===== config.mk =====
export PLATFORM = sky130hd
export DESIGN_NAME = calib_reset_port
export DESIGN_NICKNAME = d
export VERILOG_FILES = /design/src/design/calib_port_pkg.sv /design/src/design/pot_bank_if.sv /design/src/design/pot_bank.sv /design/src/design/calib_reset_port.sv
export SDC_FILE = /design/constraint.sdc
export NUM_CORES = 1
export LEC_CHECK = 0
export BUFFER_PORTS_ARGS = -buffer_cell sky130_fd_sc_hd__buf_2
export CORE_UTILIZATION = 44
export DETAILED_ROUTE_END_ITERATION = 8
export PLACE_DENSITY = 0.68
export SETUP_SLACK_MARGIN = 0.2
export SYNTH_ARGS = -nofsm -noshare
export SYNTH_HDL_FRONTEND = slang
export SYNTH_SLANG_ARGS = --single-unit

===== constraint.sdc =====
create_clock -name mclk -period 2 [get_ports mclk]
set_input_delay 0.4 -clock mclk [delete_from_list [all_inputs] [get_ports mclk]]
set_output_delay 0.4 -clock mclk [all_outputs]
set_load 0.05 [all_outputs]

===== src/design/calib_port_pkg.sv =====
// Package: register map, field positions, reset values and timing for the calibration and reset port
package calib_port_pkg;

  // Register indices; byte address is four times the index
  localparam logic [7:0] IDX_EE_PORT  = 8'h18;
  localparam logic [7:0] IDX_POT_PORT = 8'h19;
  localparam logic [7:0] IDX_RESET    = 8'h1B;
  localparam logic [7:0] IDX_POT_SEL  = 8'h20;
  localparam logic [7:0] IDX_POT_VAL  = 8'h21;
  localparam logic [7:0] IDX_STATUS   = 8'h22;

  // Serial port fields
  localparam int SER_DATA_BIT   = 7;
  localparam int SER_STROBE_BIT = 0;

  // Block_reset_control fields
  localparam int RST_ADC_BIT    = 0;
  localparam int RST_POT_BIT    = 1;
  localparam int RST_DIO_BIT    = 2;
  localparam int RST_DAC_BIT    = 3;
  localparam int RST_GLOBAL_BIT = 4;

  // Potentiometer frame: two address bits then eight setting bits
  localparam logic [3:0] POT_FRAME_BITS = 4'hA;
  localparam logic [7:0] POT_CLEAR_VALUE = 8'h80;
  localparam logic [1:0] POT_SEL_RESET   = 2'h0;

  // Status register fields
  localparam int ST_EE_BUSY_BIT   = 0;
  localparam int ST_POT_OPEN_BIT  = 1;
  localparam int ST_POT_FULL_BIT  = 2;
  localparam int ST_POT_CNT_LSB   = 4;

  // EEPROM busy window after the ending write
  localparam int CLK_MHZ         = 100;
  localparam int EE_BUSY_MS      = 20;
  localparam int EE_BUSY_CYCLES  = EE_BUSY_MS * 1000 * CLK_MHZ;

  // Potentiometer frame decoder states
  typedef enum logic [2:0] {
    POT_IDLE  = 3'b001,
    POT_SHIFT = 3'b010,
    POT_FULL  = 3'b100
  } pot_state_type;

endpackage


===== src/design/pot_bank_if.sv =====
// Interface: write and read path between the port logic and the potentiometer bank
`timescale 1ns/100ps
interface pot_bank_if;
  logic       wr_en;    // Commit one setting
  logic [1:0] wr_addr;  // Potentiometer select
  logic [7:0] wr_data;  // Setting to store
  logic       clr;      // Return all settings to clear value
  logic [1:0] rd_addr;  // Readback select
  logic [7:0] rd_data;  // Registered readback

  modport owner (output wr_en, output wr_addr, output wr_data, output clr, output rd_addr, input rd_data);
  modport bank  (input wr_en, input wr_addr, input wr_data, input clr, input rd_addr, output rd_data);
endinterface


===== src/design/pot_bank.sv =====
// Module: storage for the four calibration potentiometer settings
`timescale 1ns/100ps
module pot_bank #(
  parameter int DEPTH = 4,
  parameter int WIDTH = 8
) (
  input wire logic  mclk,  // System clock
  input wire logic  rstn,  // Synchronous reset, active low
  pot_bank_if.bank  pb     // Write and readback path
);

  logic [WIDTH-1:0] mem_reg [DEPTH];
  logic [WIDTH-1:0] mem_next [DEPTH];
  logic [WIDTH-1:0] rd_data_reg;
  logic [WIDTH-1:0] rd_data_next;

  // Clear has priority; a commit never coincides with it from one bus write
  always_comb
  begin
    for (int i = 0; i < DEPTH; i++)
    begin
      mem_next[i] = mem_reg[i];
      if (pb.clr)
        mem_next[i] = calib_port_pkg::POT_CLEAR_VALUE;
      else if (pb.wr_en && (pb.wr_addr == i[1:0]))
        mem_next[i] = pb.wr_data;
    end
    rd_data_next = mem_reg[pb.rd_addr];
  end

  // Storage and registered readback
  always_ff @(posedge mclk)
  begin
    if (!rstn)
    begin
      for (int i = 0; i < DEPTH; i++)
        mem_reg[i] <= calib_port_pkg::POT_CLEAR_VALUE;
      rd_data_reg <= '0;
    end
    else
    begin
      mem_reg     <= mem_next;
      rd_data_reg <= rd_data_next;
    end
  end

  assign pb.rd_data = rd_data_reg;

  // A clear shows on readback of any slot two edges later
  AST_BANK_CLEAR: assert property (@(posedge mclk) disable iff (!rstn)
    pb.clr ##1 !pb.wr_en |=> pb.rd_data == calib_port_pkg::POT_CLEAR_VALUE)
    else $error("pot clear not seen on readback");

  // A commit to the selected slot shows on readback
  AST_BANK_WRITE: assert property (@(posedge mclk) disable iff (!rstn)
    pb.wr_en && !pb.clr && pb.wr_addr == pb.rd_addr ##1 $stable(pb.rd_addr) && !pb.clr
    |=> pb.rd_data == $past(pb.wr_data, 2))
    else $error("pot setting not stored");

endmodule // pot_bank


===== src/design/calib_reset_port.sv =====
// Module: APB register port for serial EEPROM, calibration potentiometers and block resets
`timescale 1ns/100ps

module calib_reset_port #(
  parameter int ADDR_W         = 12,                                   // APB address width, at least 11
  parameter int EE_BUSY_CYCLES = calib_port_pkg::EE_BUSY_CYCLES        // EEPROM busy window in cycles
) (
  input  wire logic              mclk,                 // System clock, 100 MHz
  input  wire logic              rstn,                 // Synchronous reset, active low
  input  wire logic              psel,                 // APB select
  input  wire logic              penable,              // APB access phase
  input  wire logic              pwrite,               // APB direction, high for write
  input  wire logic [ADDR_W-1:0] paddr,                // APB byte address
  input  wire logic [31:0]       pwdata,               // APB write data
  output logic      [31:0]       prdata,               // APB read data
  output logic                   pready,               // APB ready
  output logic                   pslverr,              // APB error on unmapped address
  input  wire logic              ee_miso,              // EEPROM serial data from the part
  output logic                   ee_mosi,              // EEPROM serial data to the part
  output logic                   ee_sclk,              // EEPROM serial clock level
  output logic                   pot_mosi,             // Potentiometer serial data
  output logic                   pot_sclk,             // Potentiometer serial clock level
  output logic                   adc_buffer_clear,     // A/D buffer clear pulse
  output logic                   calib_pot_clear,      // Potentiometer clear pulse
  output logic                   parallel_port_clear,  // Digital port clear pulse
  output logic                   analog_out_clear,     // DAC clear pulse
  output logic                   global_clear          // Global clear pulse
);

  localparam int BUSY_W = $clog2(EE_BUSY_CYCLES + 1);

  pot_bank_if pb ();

  // ****************************************************************
  // Pin synchroniser
  // ****************************************************************

  logic miso_s1_reg;
  logic miso_s2_reg;

  // Two flops before anything reads the EEPROM data pin
  always_ff @(posedge mclk)
  begin
    if (!rstn)
    begin
      miso_s1_reg <= 1'b0;
      miso_s2_reg <= 1'b0;
    end
    else
    begin
      miso_s1_reg <= ee_miso;
      miso_s2_reg <= miso_s1_reg;
    end
  end

  // ****************************************************************
  // APB decode
  // ****************************************************************

  logic       pready_reg;
  logic       pready_next;
  logic       pslverr_reg;
  logic       pslverr_next;
  logic [31:0] prdata_reg;
  logic [31:0] prdata_next;
  logic [7:0] word_idx;
  logic       aligned;
  logic       hit_ee;
  logic       hit_pot;
  logic       hit_rst;
  logic       hit_sel;
  logic       hit_val;
  logic       hit_stat;
  logic       mapped;
  logic       access;
  logic       commit_wr;

  // Aligned word index; upper address bits must be zero
  assign word_idx = paddr[9:2];
  assign aligned  = (paddr[1:0] == 2'h0) && (paddr[ADDR_W-1:10] == '0);
  assign hit_ee   = aligned && (word_idx == calib_port_pkg::IDX_EE_PORT);
  assign hit_pot  = aligned && (word_idx == calib_port_pkg::IDX_POT_PORT);
  assign hit_rst  = aligned && (word_idx == calib_port_pkg::IDX_RESET);
  assign hit_sel  = aligned && (word_idx == calib_port_pkg::IDX_POT_SEL);
  assign hit_val  = aligned && (word_idx == calib_port_pkg::IDX_POT_VAL);
  assign hit_stat = aligned && (word_idx == calib_port_pkg::IDX_STATUS);
  assign mapped   = hit_ee || hit_pot || hit_rst || hit_sel || hit_val || hit_stat;

  // One wait state: ready rises in the second access cycle
  assign access    = psel && penable && !pready_reg;
  assign commit_wr = psel && penable && pready_reg && pwrite && !pslverr_reg;

  // ****************************************************************
  // Serial ports, pot frame decoder, busy timer
  // ****************************************************************

  logic                  ee_mosi_reg;
  logic                  ee_mosi_next;
  logic                  ee_sclk_reg;
  logic                  ee_sclk_next;
  logic                  pot_mosi_reg;
  logic                  pot_mosi_next;
  logic                  pot_sclk_reg;
  logic                  pot_sclk_next;
  calib_port_pkg::pot_state_type pot_state_reg;
  calib_port_pkg::pot_state_type pot_state_next;
  logic [9:0]            pot_shift_reg;
  logic [9:0]            pot_shift_next;
  logic [3:0]            pot_cnt_reg;
  logic [3:0]            pot_cnt_next;
  logic                  wr_en_reg;
  logic                  wr_en_next;
  logic [1:0]            wr_addr_reg;
  logic [1:0]            wr_addr_next;
  logic [7:0]            wr_data_reg;
  logic [7:0]            wr_data_next;
  logic [1:0]            pot_sel_reg;
  logic [1:0]            pot_sel_next;
  logic [BUSY_W-1:0]     busy_cnt_reg;
  logic [BUSY_W-1:0]     busy_cnt_next;
  logic [4:0]            clr_reg;
  logic [4:0]            clr_next;
  logic                  wd7;
  logic                  wd0;

  assign wd7 = pwdata[calib_port_pkg::SER_DATA_BIT];
  assign wd0 = pwdata[calib_port_pkg::SER_STROBE_BIT];

  // Next state of serial ports, pot decoder, resets and configuration
  always_comb
  begin
    ee_mosi_next   = ee_mosi_reg;
    ee_sclk_next   = ee_sclk_reg;
    pot_mosi_next  = pot_mosi_reg;
    pot_sclk_next  = pot_sclk_reg;
    pot_state_next = pot_state_reg;
    pot_shift_next = pot_shift_reg;
    pot_cnt_next   = pot_cnt_reg;
    wr_en_next     = 1'b0;
    wr_addr_next   = wr_addr_reg;
    wr_data_next   = wr_data_reg;
    pot_sel_next   = pot_sel_reg;
    busy_cnt_next  = (busy_cnt_reg != '0) ? busy_cnt_reg - 1'b1 : busy_cnt_reg;
    clr_next       = 5'h00;
    if (commit_wr && hit_ee)
    begin
      ee_mosi_next = wd7;
      ee_sclk_next = wd0;
      // Data bit 7 and clock bit 0 both low end a transaction; the part then needs its quiet window
      if (!wd7 && !wd0)
        busy_cnt_next = BUSY_W'(EE_BUSY_CYCLES);
    end
    if (commit_wr && hit_pot)
    begin
      pot_mosi_next = wd7;
      pot_sclk_next = wd0;
      unique case (pot_state_reg)
        calib_port_pkg::POT_IDLE:
        begin
          if (!wd0 && wd7)
          begin
            pot_state_next = calib_port_pkg::POT_SHIFT;
            pot_cnt_next   = 4'h0;
          end
        end
        calib_port_pkg::POT_SHIFT:
        begin
          if (wd0)
          begin
            pot_shift_next = {pot_shift_reg[8:0], wd7};
            pot_cnt_next   = pot_cnt_reg + 4'h1;
            if (pot_cnt_reg + 4'h1 == calib_port_pkg::POT_FRAME_BITS)
              pot_state_next = calib_port_pkg::POT_FULL;
          end
          else if (wd7)
            pot_cnt_next = 4'h0;
          else
            pot_state_next = calib_port_pkg::POT_IDLE;                 // Short frame is dropped
        end
        calib_port_pkg::POT_FULL:
        begin
          // Any extra strobe makes the frame too long and it is dropped
          pot_state_next = calib_port_pkg::POT_IDLE;
          if (!wd0 && !wd7)
          begin
            wr_en_next   = 1'b1;
            wr_addr_next = pot_shift_reg[9:8];
            wr_data_next = pot_shift_reg[7:0];
          end
        end
      endcase
    end
    if (commit_wr && hit_sel)
      pot_sel_next = pwdata[1:0];
    if (commit_wr && hit_rst)
    begin
      clr_next = pwdata[4:0];
      if (pwdata[calib_port_pkg::RST_GLOBAL_BIT])
        clr_next = 5'h1F;
    end
    // Global clear also returns all configuration to its reset value
    if (clr_reg[calib_port_pkg::RST_GLOBAL_BIT])
    begin
      ee_mosi_next   = 1'b0;
      ee_sclk_next   = 1'b0;
      pot_mosi_next  = 1'b0;
      pot_sclk_next  = 1'b0;
      pot_state_next = calib_port_pkg::POT_IDLE;
      pot_cnt_next   = 4'h0;
      pot_sel_next   = calib_port_pkg::POT_SEL_RESET;
    end
  end

  // Read data and error for the current access
  always_comb
  begin
    pready_next  = access;
    pslverr_next = access && !mapped;
    prdata_next  = 32'h0000_0000;
    if (access && !pwrite)
    begin
      if (hit_ee)
        prdata_next[calib_port_pkg::SER_DATA_BIT] = miso_s2_reg;
      else if (hit_sel)
        prdata_next[1:0] = pot_sel_reg;
      else if (hit_val)
        prdata_next[7:0] = pb.rd_data;
      else if (hit_stat)
      begin
        prdata_next[calib_port_pkg::ST_EE_BUSY_BIT]  = (busy_cnt_reg != '0);
        prdata_next[calib_port_pkg::ST_POT_OPEN_BIT] = (pot_state_reg != calib_port_pkg::POT_IDLE);
        prdata_next[calib_port_pkg::ST_POT_FULL_BIT] = (pot_state_reg == calib_port_pkg::POT_FULL);
        prdata_next[calib_port_pkg::ST_POT_CNT_LSB +: 4] = pot_cnt_reg;
      end
    end
  end

  // Register all state
  always_ff @(posedge mclk)
  begin
    if (!rstn)
    begin
      pready_reg    <= 1'b0;
      pslverr_reg   <= 1'b0;
      prdata_reg    <= 32'h0000_0000;
      ee_mosi_reg   <= 1'b0;
      ee_sclk_reg   <= 1'b0;
      pot_mosi_reg  <= 1'b0;
      pot_sclk_reg  <= 1'b0;
      pot_state_reg <= calib_port_pkg::POT_IDLE;
      pot_shift_reg <= 10'h000;
      pot_cnt_reg   <= 4'h0;
      wr_en_reg     <= 1'b0;
      wr_addr_reg   <= 2'h0;
      wr_data_reg   <= 8'h00;
      pot_sel_reg   <= calib_port_pkg::POT_SEL_RESET;
      busy_cnt_reg  <= '0;
      clr_reg       <= 5'h00;
    end
    else
    begin
      pready_reg    <= pready_next;
      pslverr_reg   <= pslverr_next;
      prdata_reg    <= prdata_next;
      ee_mosi_reg   <= ee_mosi_next;
      ee_sclk_reg   <= ee_sclk_next;
      pot_mosi_reg  <= pot_mosi_next;
      pot_sclk_reg  <= pot_sclk_next;
      pot_state_reg <= pot_state_next;
      pot_shift_reg <= pot_shift_next;
      pot_cnt_reg   <= pot_cnt_next;
      wr_en_reg     <= wr_en_next;
      wr_addr_reg   <= wr_addr_next;
      wr_data_reg   <= wr_data_next;
      pot_sel_reg   <= pot_sel_next;
      busy_cnt_reg  <= busy_cnt_next;
      clr_reg       <= clr_next;
    end
  end

  // ****************************************************************
  // Outputs and potentiometer bank
  // ****************************************************************

  assign prdata              = prdata_reg;
  assign pready              = pready_reg;
  assign pslverr             = pslverr_reg;
  assign ee_mosi             = ee_mosi_reg;
  assign ee_sclk             = ee_sclk_reg;
  assign pot_mosi            = pot_mosi_reg;
  assign pot_sclk            = pot_sclk_reg;
  assign adc_buffer_clear    = clr_reg[calib_port_pkg::RST_ADC_BIT];
  assign calib_pot_clear     = clr_reg[calib_port_pkg::RST_POT_BIT];
  assign parallel_port_clear = clr_reg[calib_port_pkg::RST_DIO_BIT];
  assign analog_out_clear    = clr_reg[calib_port_pkg::RST_DAC_BIT];
  assign global_clear        = clr_reg[calib_port_pkg::RST_GLOBAL_BIT];

  // Bank is cleared by the same pulse that leaves the block
  assign pb.wr_en   = wr_en_reg;
  assign pb.wr_addr = wr_addr_reg;
  assign pb.wr_data = wr_data_reg;
  assign pb.clr     = clr_reg[calib_port_pkg::RST_POT_BIT];
  assign pb.rd_addr = pot_sel_reg;

  pot_bank #(
    .DEPTH (4),
    .WIDTH (8)
  ) u_pot_bank (
    .mclk (mclk),
    .rstn (rstn),
    .pb   (pb)
  );

  // ****************************************************************
  // Checks
  // ****************************************************************

  AST_EE_DRIVE: assert property (@(posedge mclk) disable iff (!rstn)
    commit_wr && hit_ee |=> ee_mosi == $past(pwdata[7]) && ee_sclk == $past(pwdata[0]))
    else $error("EEPROM port pins do not follow the write");

  AST_EE_READ: assert property (@(posedge mclk) disable iff (!rstn)
    access && !pwrite && hit_ee |=> pready && prdata[7] == $past(miso_s2_reg) && prdata[6:0] == 7'h00)
    else $error("EEPROM read bit not returned in bit 7");

  AST_POT_DRIVE: assert property (@(posedge mclk) disable iff (!rstn)
    commit_wr && hit_pot && !global_clear |=> pot_mosi == $past(pwdata[7]) && pot_sclk == $past(pwdata[0]))
    else $error("pot port pins do not follow the write");

  AST_POT_COMMIT: assert property (@(posedge mclk) disable iff (!rstn)
    commit_wr && hit_pot && pot_state_reg == calib_port_pkg::POT_FULL && pwdata[7:0] == 8'h00
    |=> pb.wr_en && {pb.wr_addr, pb.wr_data} == $past(pot_shift_reg))
    else $error("full pot frame not committed");

  AST_RST_ADC: assert property (@(posedge mclk) disable iff (!rstn)
    commit_wr && hit_rst |=> adc_buffer_clear == ($past(pwdata[0]) || $past(pwdata[4])))
    else $error("A/D buffer clear wrong");

  AST_RST_POT: assert property (@(posedge mclk) disable iff (!rstn)
    commit_wr && hit_rst && pwdata[1] |=> calib_pot_clear && pb.clr)
    else $error("pot clear missing");

  AST_RST_DIO_DAC: assert property (@(posedge mclk) disable iff (!rstn)
    commit_wr && hit_rst && pwdata[4:2] == 3'b011 |=> parallel_port_clear && analog_out_clear && !global_clear)
    else $error("port or DAC clear wrong");

  AST_RST_GLOBAL: assert property (@(posedge mclk) disable iff (!rstn)
    global_clear |-> adc_buffer_clear && calib_pot_clear && parallel_port_clear && analog_out_clear
    ##1 pot_sel_reg == calib_port_pkg::POT_SEL_RESET)
    else $error("global clear incomplete");

  AST_RST_PULSE: assert property (@(posedge mclk) disable iff (!rstn)
    $rose(clr_reg != 5'h00) |=> clr_reg == 5'h00 [*2])
    else $error("clear pulse held too long");

endmodule // calib_reset_port


## Yosys cells after proc, flatten, opt, wreduce, memory -nomap -nowiden

Cells that the tools add are included.

| storage, ports and cells | value |
|---|---|
| output and inout port bits | 43 |
| bits in writable memories | 0 |
| ROM bits | 0 |
| word-level logic and storage cells | 129 |
| bits in latches | 0 |
| input bits | 50 |
| bits in registers | 136 |
| memories kept | 0 |

| operators by class | value |
|---|---|
| reductions and logical operators | 52 |
| bitwise logic cells | 4 |
| multiplexer cells | 25 |
| order comparisons | 1 |
| multiply operators | 0 |
| shift operators | 0 |
| add/sub/neg operators | 2 |
| div/mod/pow operators | 0 |
| eq/ne operators | 18 |

Operator list:

| kind | count |
|---|---|
| $mux 21 | 3 |
| $eq 8x5->1 const B | 3 |
| $eq 8x6->1 const B | 3 |
| $logic_and 1x1->1 | 24 |
| $reduce_bool 21->1 | 1 |
| $sub 21x1->21 const B | 1 |
| $mux 4 | 5 |
| $mux 3 | 6 |
| $bmux 8 s2 | 1 |
| $mux 8 | 2 |
| $ne 3x3->1 const B | 3 |
| $pmux 3 s3 | 1 |
| $reduce_and 3->1 | 3 |
| $pmux 4 s2 | 1 |
| $reduce_and 4->1 | 2 |
| $logic_not 1->1 | 6 |
| $logic_not 2->1 | 3 |
| $mux 6 | 1 |
| $logic_or 1x1->1 | 5 |
| $mux 5 | 1 |
| $reduce_or 5->1 | 1 |
| $add 4x1->4 const B | 1 |
| $eq 2x2->1 const B | 2 |
| $eq 4x4->1 const B | 1 |
| 16 further kinds | 22 |

## Longest topological paths before layout

Gate-level depths: netlist of the first run.

| depth | value |
|---|---|
| word-level depth | 10 |
| mapped depth | 8 |
| depth with buffers taken out | 7 |

## Modules after synthesis

From an unflattened synthesis of the first run, not the netlist that was laid out.

| unflattened totals | value |
|---|---|
| cell total of the unflattened synthesis | 550 |
| area, all modules | 5,137.4 um2 |

Modules (own cells, without submodules):

| module | area an instance (um2) | times used | sequential area each (um2) | cells each |
|---|---|---|---|---|
| calib_reset_port | 3,395.8 | 1 | 1,441.4 | 394 |
| pot_bank | 1,741.7 | 1 | 800.8 | 156 |

## Least setup slack after synthesis of the first run

Ideal clock, no wire load.

| path | value |
|---|---|
| path kind | reg2reg |
| start | register pready_reg (netlist: pready) |
| end | register pot_shift_reg[1] |
| setup time | 0.128 ns |
| period minus slack after synthesis | 2.066 ns |
| buffers on the path | 2 |
| data required time | 1.872 ns |
| path slack | -0.066 ns |
| cell stages (with the launch flop) | 8 |
| data arrival time | 1.938 ns |
| cells stage by stage | dfxtp_1 nand4_1 nor4_1 buf_2 nand3_1 buf_2 mux2i_1 nor2_1 |

| on the way | value |
|---|---|
| word-level cells in the longest chain between the ends | 5 |

Ends and longest elaborated chain:

| what | line | RTL |
|---|---|---|
| from (decl) | calib_reset_port.sv:60 | `logic pready_reg;` |
| from (signal assigned) | calib_reset_port.sv:262 | `pready_reg <= pready_next;` |
| $logic_and 1x1->1 (3 in series) | calib_reset_port.sv:91 | `assign commit_wr = psel && penable && pready_reg && pwrite && !pslverr_reg;` |
| $logic_and 1x1->1 | calib_reset_port.sv:153 | `if (commit_wr && hit_pot)` |
| $reduce_and 3->1 (no line) | - |  |
| to (signal assigned) | calib_reset_port.sv:270 | `pot_shift_reg <= pot_shift_next;` |
| to (decl) | calib_reset_port.sv:107 | `logic [9:0] pot_shift_reg;` |

Every way passes these cells.
A chain may end at the register's enable or synchronous reset.

## Worst setup path in the final report of the first run

| path | value |
|---|---|
| start | register busy_cnt_reg[11] |
| end | register busy_cnt_reg[19] |

| on the way | value |
|---|---|
| word-level cells in the longest chain between the ends | 4 |
| elaborated cells between the ends (all ways) | 5 |
| those cells by class | add/sub: 1; mux: 3; reduce/logical: 1 |

Ends and longest elaborated chain:

| what | line | RTL |
|---|---|---|
| from (decl) | calib_reset_port.sv:119 | `logic [BUSY_W-1:0] busy_cnt_reg;` |
| from (signal assigned) | calib_reset_port.sv:276 | `busy_cnt_reg <= busy_cnt_next;` |
| $sub 21x1->21 or $reduce_bool 21->1 (tied branches) | calib_reset_port.sv:143 | `busy_cnt_next = (busy_cnt_reg != '0) ? busy_cnt_reg - 1'b1 : busy_cnt_reg;` |
| $mux 21 * | calib_reset_port.sv:143 |  |
| $mux 21 | calib_reset_port.sv:150 | `if (!wd7 && !wd0)` |
| $mux 21 * | calib_reset_port.sv:145 | `if (commit_wr && hit_ee)` |

Every way passes the cells marked *; elsewhere a longest branch is shown, timed or not.

==> summary.md, run 1 <==
| Metric | Value |
|---|---|
| CP endpoint kind | flop |
| Hold path startpoint | pwdata[2] |
| GR Overflow Total | 0 |
| Total Neg Setup Slack | 0 ps |
| Synth Register Bits | 112 |
| Fmax | around 520 MHz |
| Vias per cell | between 5 and 6 |
| Worst Hold Path Cells | 2 |
| Area of the die | around 0.012 mm^2 |
| CTS sink cnt | 112 |
| Clock power share | 0.257 |
| Peak supply drop | approximately 1.0 mV |
| Max-cap violation count | 0 |
| Multi-input combinational cell area | 0.00264 mm^2 |
| Routed Wire Length | 11000 um |
| Crit path buffers/inverters | 0 |
| Cell family with most CP delay | simple AND/OR/NAND/NOR gates |
| Net switching power | ~2.4 mW |
| Row cnt | 38 |
| Final WS setup | approximately 75 ps |
| Worst r2r dst | busy_cnt_reg[19] |
| Drt wl/cell | about 15 um |
| CP startpoint kind | flop |
| Number of fill cells | about 980 |
| Clock skew | approximately 9.6 ps |
| Endpoints failing setup | 0 |
| Worst-Skew Late Latency | 360 ps |
| GRT Overall Usage | 0.195 |
| CP Max Fanout | 5 |
| Die width | 108 um |
| Share of layout cells above drive strength 1 | 0.258 |
| Final Core Density | 0.548 |
| Initial antenna violation count | 0 |
| Cell area after layout | 0.00599 mm^2 |
| Cell Area, Synth | 0.00497 mm^2 |
| Storage cell area | 0.00225 mm^2 |
| Critical Path RT | ~2200 ps |
| Async S/R FF share, synth | 0 |
| Worst-path clk slew | 70 ps |
| Post-synthesis sequential area ratio | 0.451 |
| Core area | 0.0109 mm^2 |
| Clock buffer count from CTS | 9 |
| First-pass GRT wire length | 17600 um |
| Worst reg-to-reg path cell count | 5 |
| CP peak stage delay | 580 ps |
| Buffers from clock root to sink, at most | 2 |
| Worst flop-to-flop path startpoint | busy_cnt_reg[11] |
| Area growth syn-to-layout | 20.5% |
| Placed cell area | 0.00555 mm^2 |
| H-tree Lvls | 3 |
| Root buf cell | clkbuf_16 |
| Min Clock Period, post-route | between 1500 and 2000 ps |
| Slowest cell on crit path | or4_4 |
| Gate Count Post-Synth | 537 |
| Power Internal | 4.44 mW |
| Drt first pass iters | 5 |
| Post-synthesis cell type count | 59 |
| Hold Slack | approximately 240 ps |
| Hold Path Sink | clr_reg[2] |
| R2r setup slk | 80 ps |
| Crit path DAT | 2170 ps |
| Dpl cells | around 730 |
| Maximum number of pins on one net before global-route repair | 29 |
| Pre-CTS setup slack | -199 ps |
| CP cell instances | or4_4, or4_4, nor4_4, xnor2_1, a21oi_1 |
| Synth Flop Type | dfxtp_1 |
| Syn Area/Cell | about 9.3 um^2 |
| Top cell by count, worst path | or4_4 |
| Worst slew pin tran | 640 ps |
| Sequential power share | 0.379 |
| WP depth | 5 |
| Vias in the first global route | 3726 |
| Routability congestion estimate | 0.854 |
| Worst setup path startpoint | busy_cnt_reg[11] |
| Initial core utilization | 0.454 |
| Yosys warns | 0 |
| Total I/O pin count | 93 |
| Hpwl dp | 7900 um |
| Unrepaired setup endpoints after global routing | yes |
| DRC | 0 |
| Max-slew violation count | 0 |
| Routed Antenna Nets | 0 |
| Ant. Diodes | 0 |
| Final #Nets | 665 |
| Max-slew headroom | 0.572 |
| Static leakage | 2.48 nW |
| Routed via count | about 4000 |
| Post-synth EDFFs | 0 |
| CTS tree | yes |
| Final worst-path cycle share | 0.962 |
| Run status | completed |
| Buffers on Ports | 42 |
| Die Ht | 108 um |
| Worst min path class | in2reg |
| Max reg flops | 32 |
| Total power | 6.86 mW |
| Iteration-0 DRC Markers | approximately 130 |
| Critical path class | reg2reg |
| PwrDens | 1150 mW/mm^2 |
| Hold Fails Final Rpt | 0 |
| Combinational Power Share | 0.364 |
| Finished Layout Cells | 756 |
| Switching Share | 0.353 |
==> kinds of logic (layout without fill, tap and decap cells) <==
| logic type | count (synthesis) | count (layout) | synth area share |
|---|---|---|---|
| and+or+nand+nor | 226 | 226 | 0.237 |
| DFF | 112 | 112 | 0.451 |
| AOI/OAI and AO/OA | 80 | 80 | 0.101 |
| buffers and inverters | 54 | 110 | 0.0617 |
| muxes | 47 | 47 | 0.115 |
| xor gates and xnor gates | 13 | 13 | 0.0229 |
| adders and majority gates | 4 | 4 | 0.0101 |
| other | 1 | 24 | 0.000755 |
==> routing by layer <==
| metal | share of wire | track usage |
|---|---|---|
| met3 | 0.045 | 0.0530 |
| met4 | 0.019 | 0.0705 |
| met1 | 0.44 | 0.236 |
| met2 | 0.49 | 0.332 |
| met5 | 0 | 0 |
==> worst reg2reg max path, delay by kind of cell, from the launching register on <==
family,cells,cell delay (ps)
AOI/OAI and AO/OA,1,70
xor gates and xnor gates,1,150
and+or+nand+nor,3,1250
DFF,1,350
==> layout by cell type (no fill, tap or decap), types with 9 or more instances in the layout <==
master and instances:
and2_1 13, conb_1 24, nor2_1 70, buf_4 41, xnor2_1 11, a21oi_1 36
clkbuf_16 9, nand3_1 15, mux2i_1 39, buf_2 42, nand2_1 57, dfxtp_1 106
==> repair_timing <==
action | 4_1_cts | 5_1_grt
hold buffers | 0 | 0
pin swaps | 13 | 10
cloned | 0 | 1
resized for setup | 6 | 18
endpoints found under the hold margin | 0 | 0
buffers inserted | 5 | 2
endpoints found under the setup margin | 21 | 39
==> power groups by stage <==
stage | Clock, mW | Sequential, mW | Combinational (mW)
4_1_cts | 1.81 | 2.58 | 2.26
3_5_place_dp | 0 | 2.63 | 2.12
2_1_floorplan | 0 | 2.62 | 1.67
6_report | 1.76 | 2.60 | 2.50
3_3_place_gp | 0 | 2.62 | 2.03
5_1_grt | 1.91 | 2.63 | 2.69
==> worst max path at each step <==
stage / slack, ps / to
after global placement: -190 / pb.rd_addr[1]
after detailed placement: -200 / pb.rd_addr[1]
final: 80 / busy_cnt_reg[19]
after floorplan: -30 / prdata[0]
after global routing: 20 / busy_cnt_reg[1]
after CTS: 80 / busy_cnt_reg[7]
==> area by class of cell <==
class / instances / area share
well taps: 140 / 0.0293
clock buffers: 10 / 0.0399
clock inverters: 6 / 0.0100
repair buffers: 88 / 0.100
flip-flops and latches: 112 / 0.376
inverters: 6 / 0.00376
multi-input cells: 394 / 0.441
==> Yosys cell counts, types with 5 or more instances <==
cell type	count	share of area
nor4_1	5	0.0063
buf_4	24	0.036
a211oi_1	6	0.0091
nor3_1	8	0.0081
nand2_1	58	0.044
buf_2	5	0.0050
a21oi_1	37	0.037
inv_1	6	0.0045
nand2b_1	8	0.010
o21a_1	6	0.0091
nor2_1	71	0.054
xnor2_1	11	0.019
and2_1	13	0.016
nor2b_1	5	0.0063
dfxtp_1	112	0.45
nand3_1	15	0.015
or3_1	6	0.0076
mux4_2	8	0.036
clkbuf_1	14	0.011
o21ai_0	8	0.0081
mux2i_1	39	0.079
No activity file was read; power rests on OpenSTA's default activity.
==> inputs of run 2 (changes only) <==
- RECOVER_POWER: default -> 50
==> summary.md, run 2 (synthesis gave the netlist of run 1 again) <==
| Metric | Value |
|---|---|
| Clock skew | 9.20 ps (-0.371 ps) |
| Max-slew headroom | 0.575 (+0.00279) |
| Worst flop-to-flop path startpoint | busy_cnt_reg[11] |
| Worst min path class | in2reg |
| CTS tree | yes |
| Maximum number of pins on one net before global-route repair | 29 (unchanged) |
| Run status | completed |
| Worst-path clk slew | 70 ps (about the same) |
| Area growth syn-to-layout | 19.8% |
| R2r setup slk | 80 ps (about the same) |
| Iteration-0 DRC Markers | 134 (+4.7%) |
| Drt first pass iters | 4 (-1) |
| DRC | 0 (unchanged) |
| Routability congestion estimate | 0.854 (unchanged) |
| Pre-CTS setup slack | -199 ps (unchanged) |
| Hpwl dp | 7900 um (unchanged) |
| Min Clock Period, post-route | 1920 ps (-3.71 ps) |
| Die width | 108 um (unchanged) |
| WP depth | 5 (unchanged) |
| GRT Overall Usage | 0.195 (unchanged) |
| Number of fill cells | 990 (+1.5%) |
| Worst setup path startpoint | busy_cnt_reg[11] |
| Final worst-path cycle share | 0.961 (-0.00185) |
| Top cell by count, worst path | or4_4 |
| CTS Hold Bufs | 0 (unchanged) |
| Unrepaired setup endpoints after global routing | yes |
| Vias per cell | 5.23 (about the same) |
| Peak supply drop | 1.01 mV (-0.42%) |
| First-pass GRT wire length | 17600 um (unchanged) |
| Buffers from clock root to sink, at most | 2 (unchanged) |
| Cell family with most CP delay | simple AND/OR/NAND/NOR gates |
| CP endpoint | busy_cnt_reg[19] |
| CTS sink cnt | 112 (unchanged) |
| Worst r2r dst | busy_cnt_reg[19] |
| Routed via count | 3953 (-0.076%) |
| CP endpoint kind | flop |
| Share of layout cells above drive strength 1 | 0.222 (-0.0357) |
| Worst Hold Path Cells | 2 (unchanged) |
| Ant. Diodes | 0 (unchanged) |
| CP peak stage delay | 580 ps (about the same) |
| Worst slew pin tran | 636 ps (-4.17 ps) |
| Crit path buffers/inverters | 0 (unchanged) |
| Dpl cells | 732 (unchanged) |
| Total I/O pin count | 93 (unchanged) |
| Max-slew violation count | 0 (unchanged) |
| Commonest non-fill, non-tap cell in the layout | dfxtp_1 |
| Row cnt | 38 (unchanged) |
| Drt wl/cell | 14.7 um (+0.34%) |
| Final #Nets | 665 (unchanged) |
| Buffers on Ports | 42 (unchanged) |
| CP startpoint kind | flop |
| GR Overflow Total | 0 (unchanged) |
| Slowest cell on crit path | or4_4 |
| Crit path DAT | 2160 ps (about the same) |
| Routed Wire Length | 11100 um (+0.34%) |
| Most frequent cells in the layout | dfxtp_1, nor2_1, nand2_1 |
| Area of the die | 0.0117 mm^2 (unchanged) |
| Total power | 6.86 mW (about the same) |
| Critical Path RT | 2240 ps (about the same) |
| PwrDens | 1150 mW/mm^2 (+0.60%) |
| CP Max Fanout | 5 (unchanged) |
| Clock buffer count from CTS | 9 (unchanged) |
| Core area | 0.0109 mm^2 (unchanged) |
| Vias in the first global route | 3726 (unchanged) |
| Fmax | 521 MHz (+0.19%) |
| Hold Fails Final Rpt | 0 (unchanged) |
| Die Ht | 108 um (unchanged) |
| Worst-Skew Late Latency | 360 ps (about the same) |
| CP cell instances | or4_4, or4_4, nor4_4, xnor2_1, a21oi_1 |
| Critical path class | reg2reg |
| Max-cap violation count | 0 (unchanged) |
| Root buf cell | clkbuf_16 |
| Max reg flops | 32 (unchanged) |
| Final WS setup | 78.8 ps (+3.71 ps) |
| Initial core utilization | 0.454 (unchanged) |
| H-tree Lvls | 3 (unchanged) |
| Static leakage | 2.39 nW (-3.9%) |
| Routed Antenna Nets | 0 (unchanged) |
| Finished Layout Cells | 756 (unchanged) |
| Endpoints failing setup | 0 (unchanged) |
| Initial antenna violation count | 0 (unchanged) |
| Worst reg-to-reg path cell count | 5 (unchanged) |
-- run 2: cell count changes in the layout (fill, tap and decap cells not counted), sizes merged --
cell,change
clkbuf,+23
buf,-23
-- run 2: repair_timing --
item                                    4_1_cts  5_1_grt
hold endpoints to repair                      0        0
endpoints found under the setup margin       21       39
pin swaps                                    13       10
gates cloned                                  0        1
setup buffers                                 5        2
resized for setup                             6       18
-- run 2: metrics by stage --
step                instance area [um^2]  hold WS, ps  utilization  setup TNS (ps)
finish                              5950          237        0.544               0
global route                        5950          235        0.544               0
CTS                                 5910          229        0.540               0
detailed placement                  5550          420        0.507           -3260
global placement                    5550          425        0.507           -2560
floorplan                           5140          395            -           -35.0
-- run 2: per-layer routing --
layer / global-route usage / share of wire / vias up
met5: 0 / 0 / -
met4: 0.0705 / 0.019 / 0
met3: 0.0530 / 0.039 / 20
met1: 0.236 / 0.45 / 1860
li1: - / - / 1972
met2: 0.332 / 0.49 / 101
-- run 2: how the worst min path moves through the flow --
stage                             start         end  slack, ps
3_3_place_gp   u_pot_bank.pb.rd_data[3]   prdata[3]        420
3_5_place_dp   u_pot_bank.pb.rd_data[3]   prdata[3]        420
5_1_grt                       pwdata[3]  clr_reg[3]        240
6_report                      pwdata[2]  clr_reg[2]        240
4_1_cts                       pwdata[2]  clr_reg[2]        230
2_1_floorplan  u_pot_bank.pb.rd_data[3]   prdata[3]        400
-- run 2: final cells by class --
cell class,count,area (um^2),share of cell area
Multi-Input combinational cell,394,2640,0.443
Sequential cell,112,2250,0.378
Timing Repair Buffer,88,564,0.0948
Clock buffer,10,239,0.0402
Tap cell,140,175,0.0294
Clock inverter,6,60.1,0.0101
Inverter,6,22.5,0.00378
-- run 2: worst register-to-register path, delay by kind of cell (launching register included) --
kind	cells	cell delay, ps
and+or+nand+nor	3	1250
xor gates and xnor gates	1	150
DFF	1	350
AOI/OAI and AO/OA	1	70
-- run 2: power by group --
group | internal (mW) | switching [mW] | total, mW | leakage, nW
sequential | 2.42 | 0.178 | 2.60 | 0.909
clock | 0.908 | 0.855 | 1.76 | 0.147
combinational | 1.10 | 1.39 | 2.50 | 1.33
total | 4.44 | 2.43 | 6.86 | 2.39
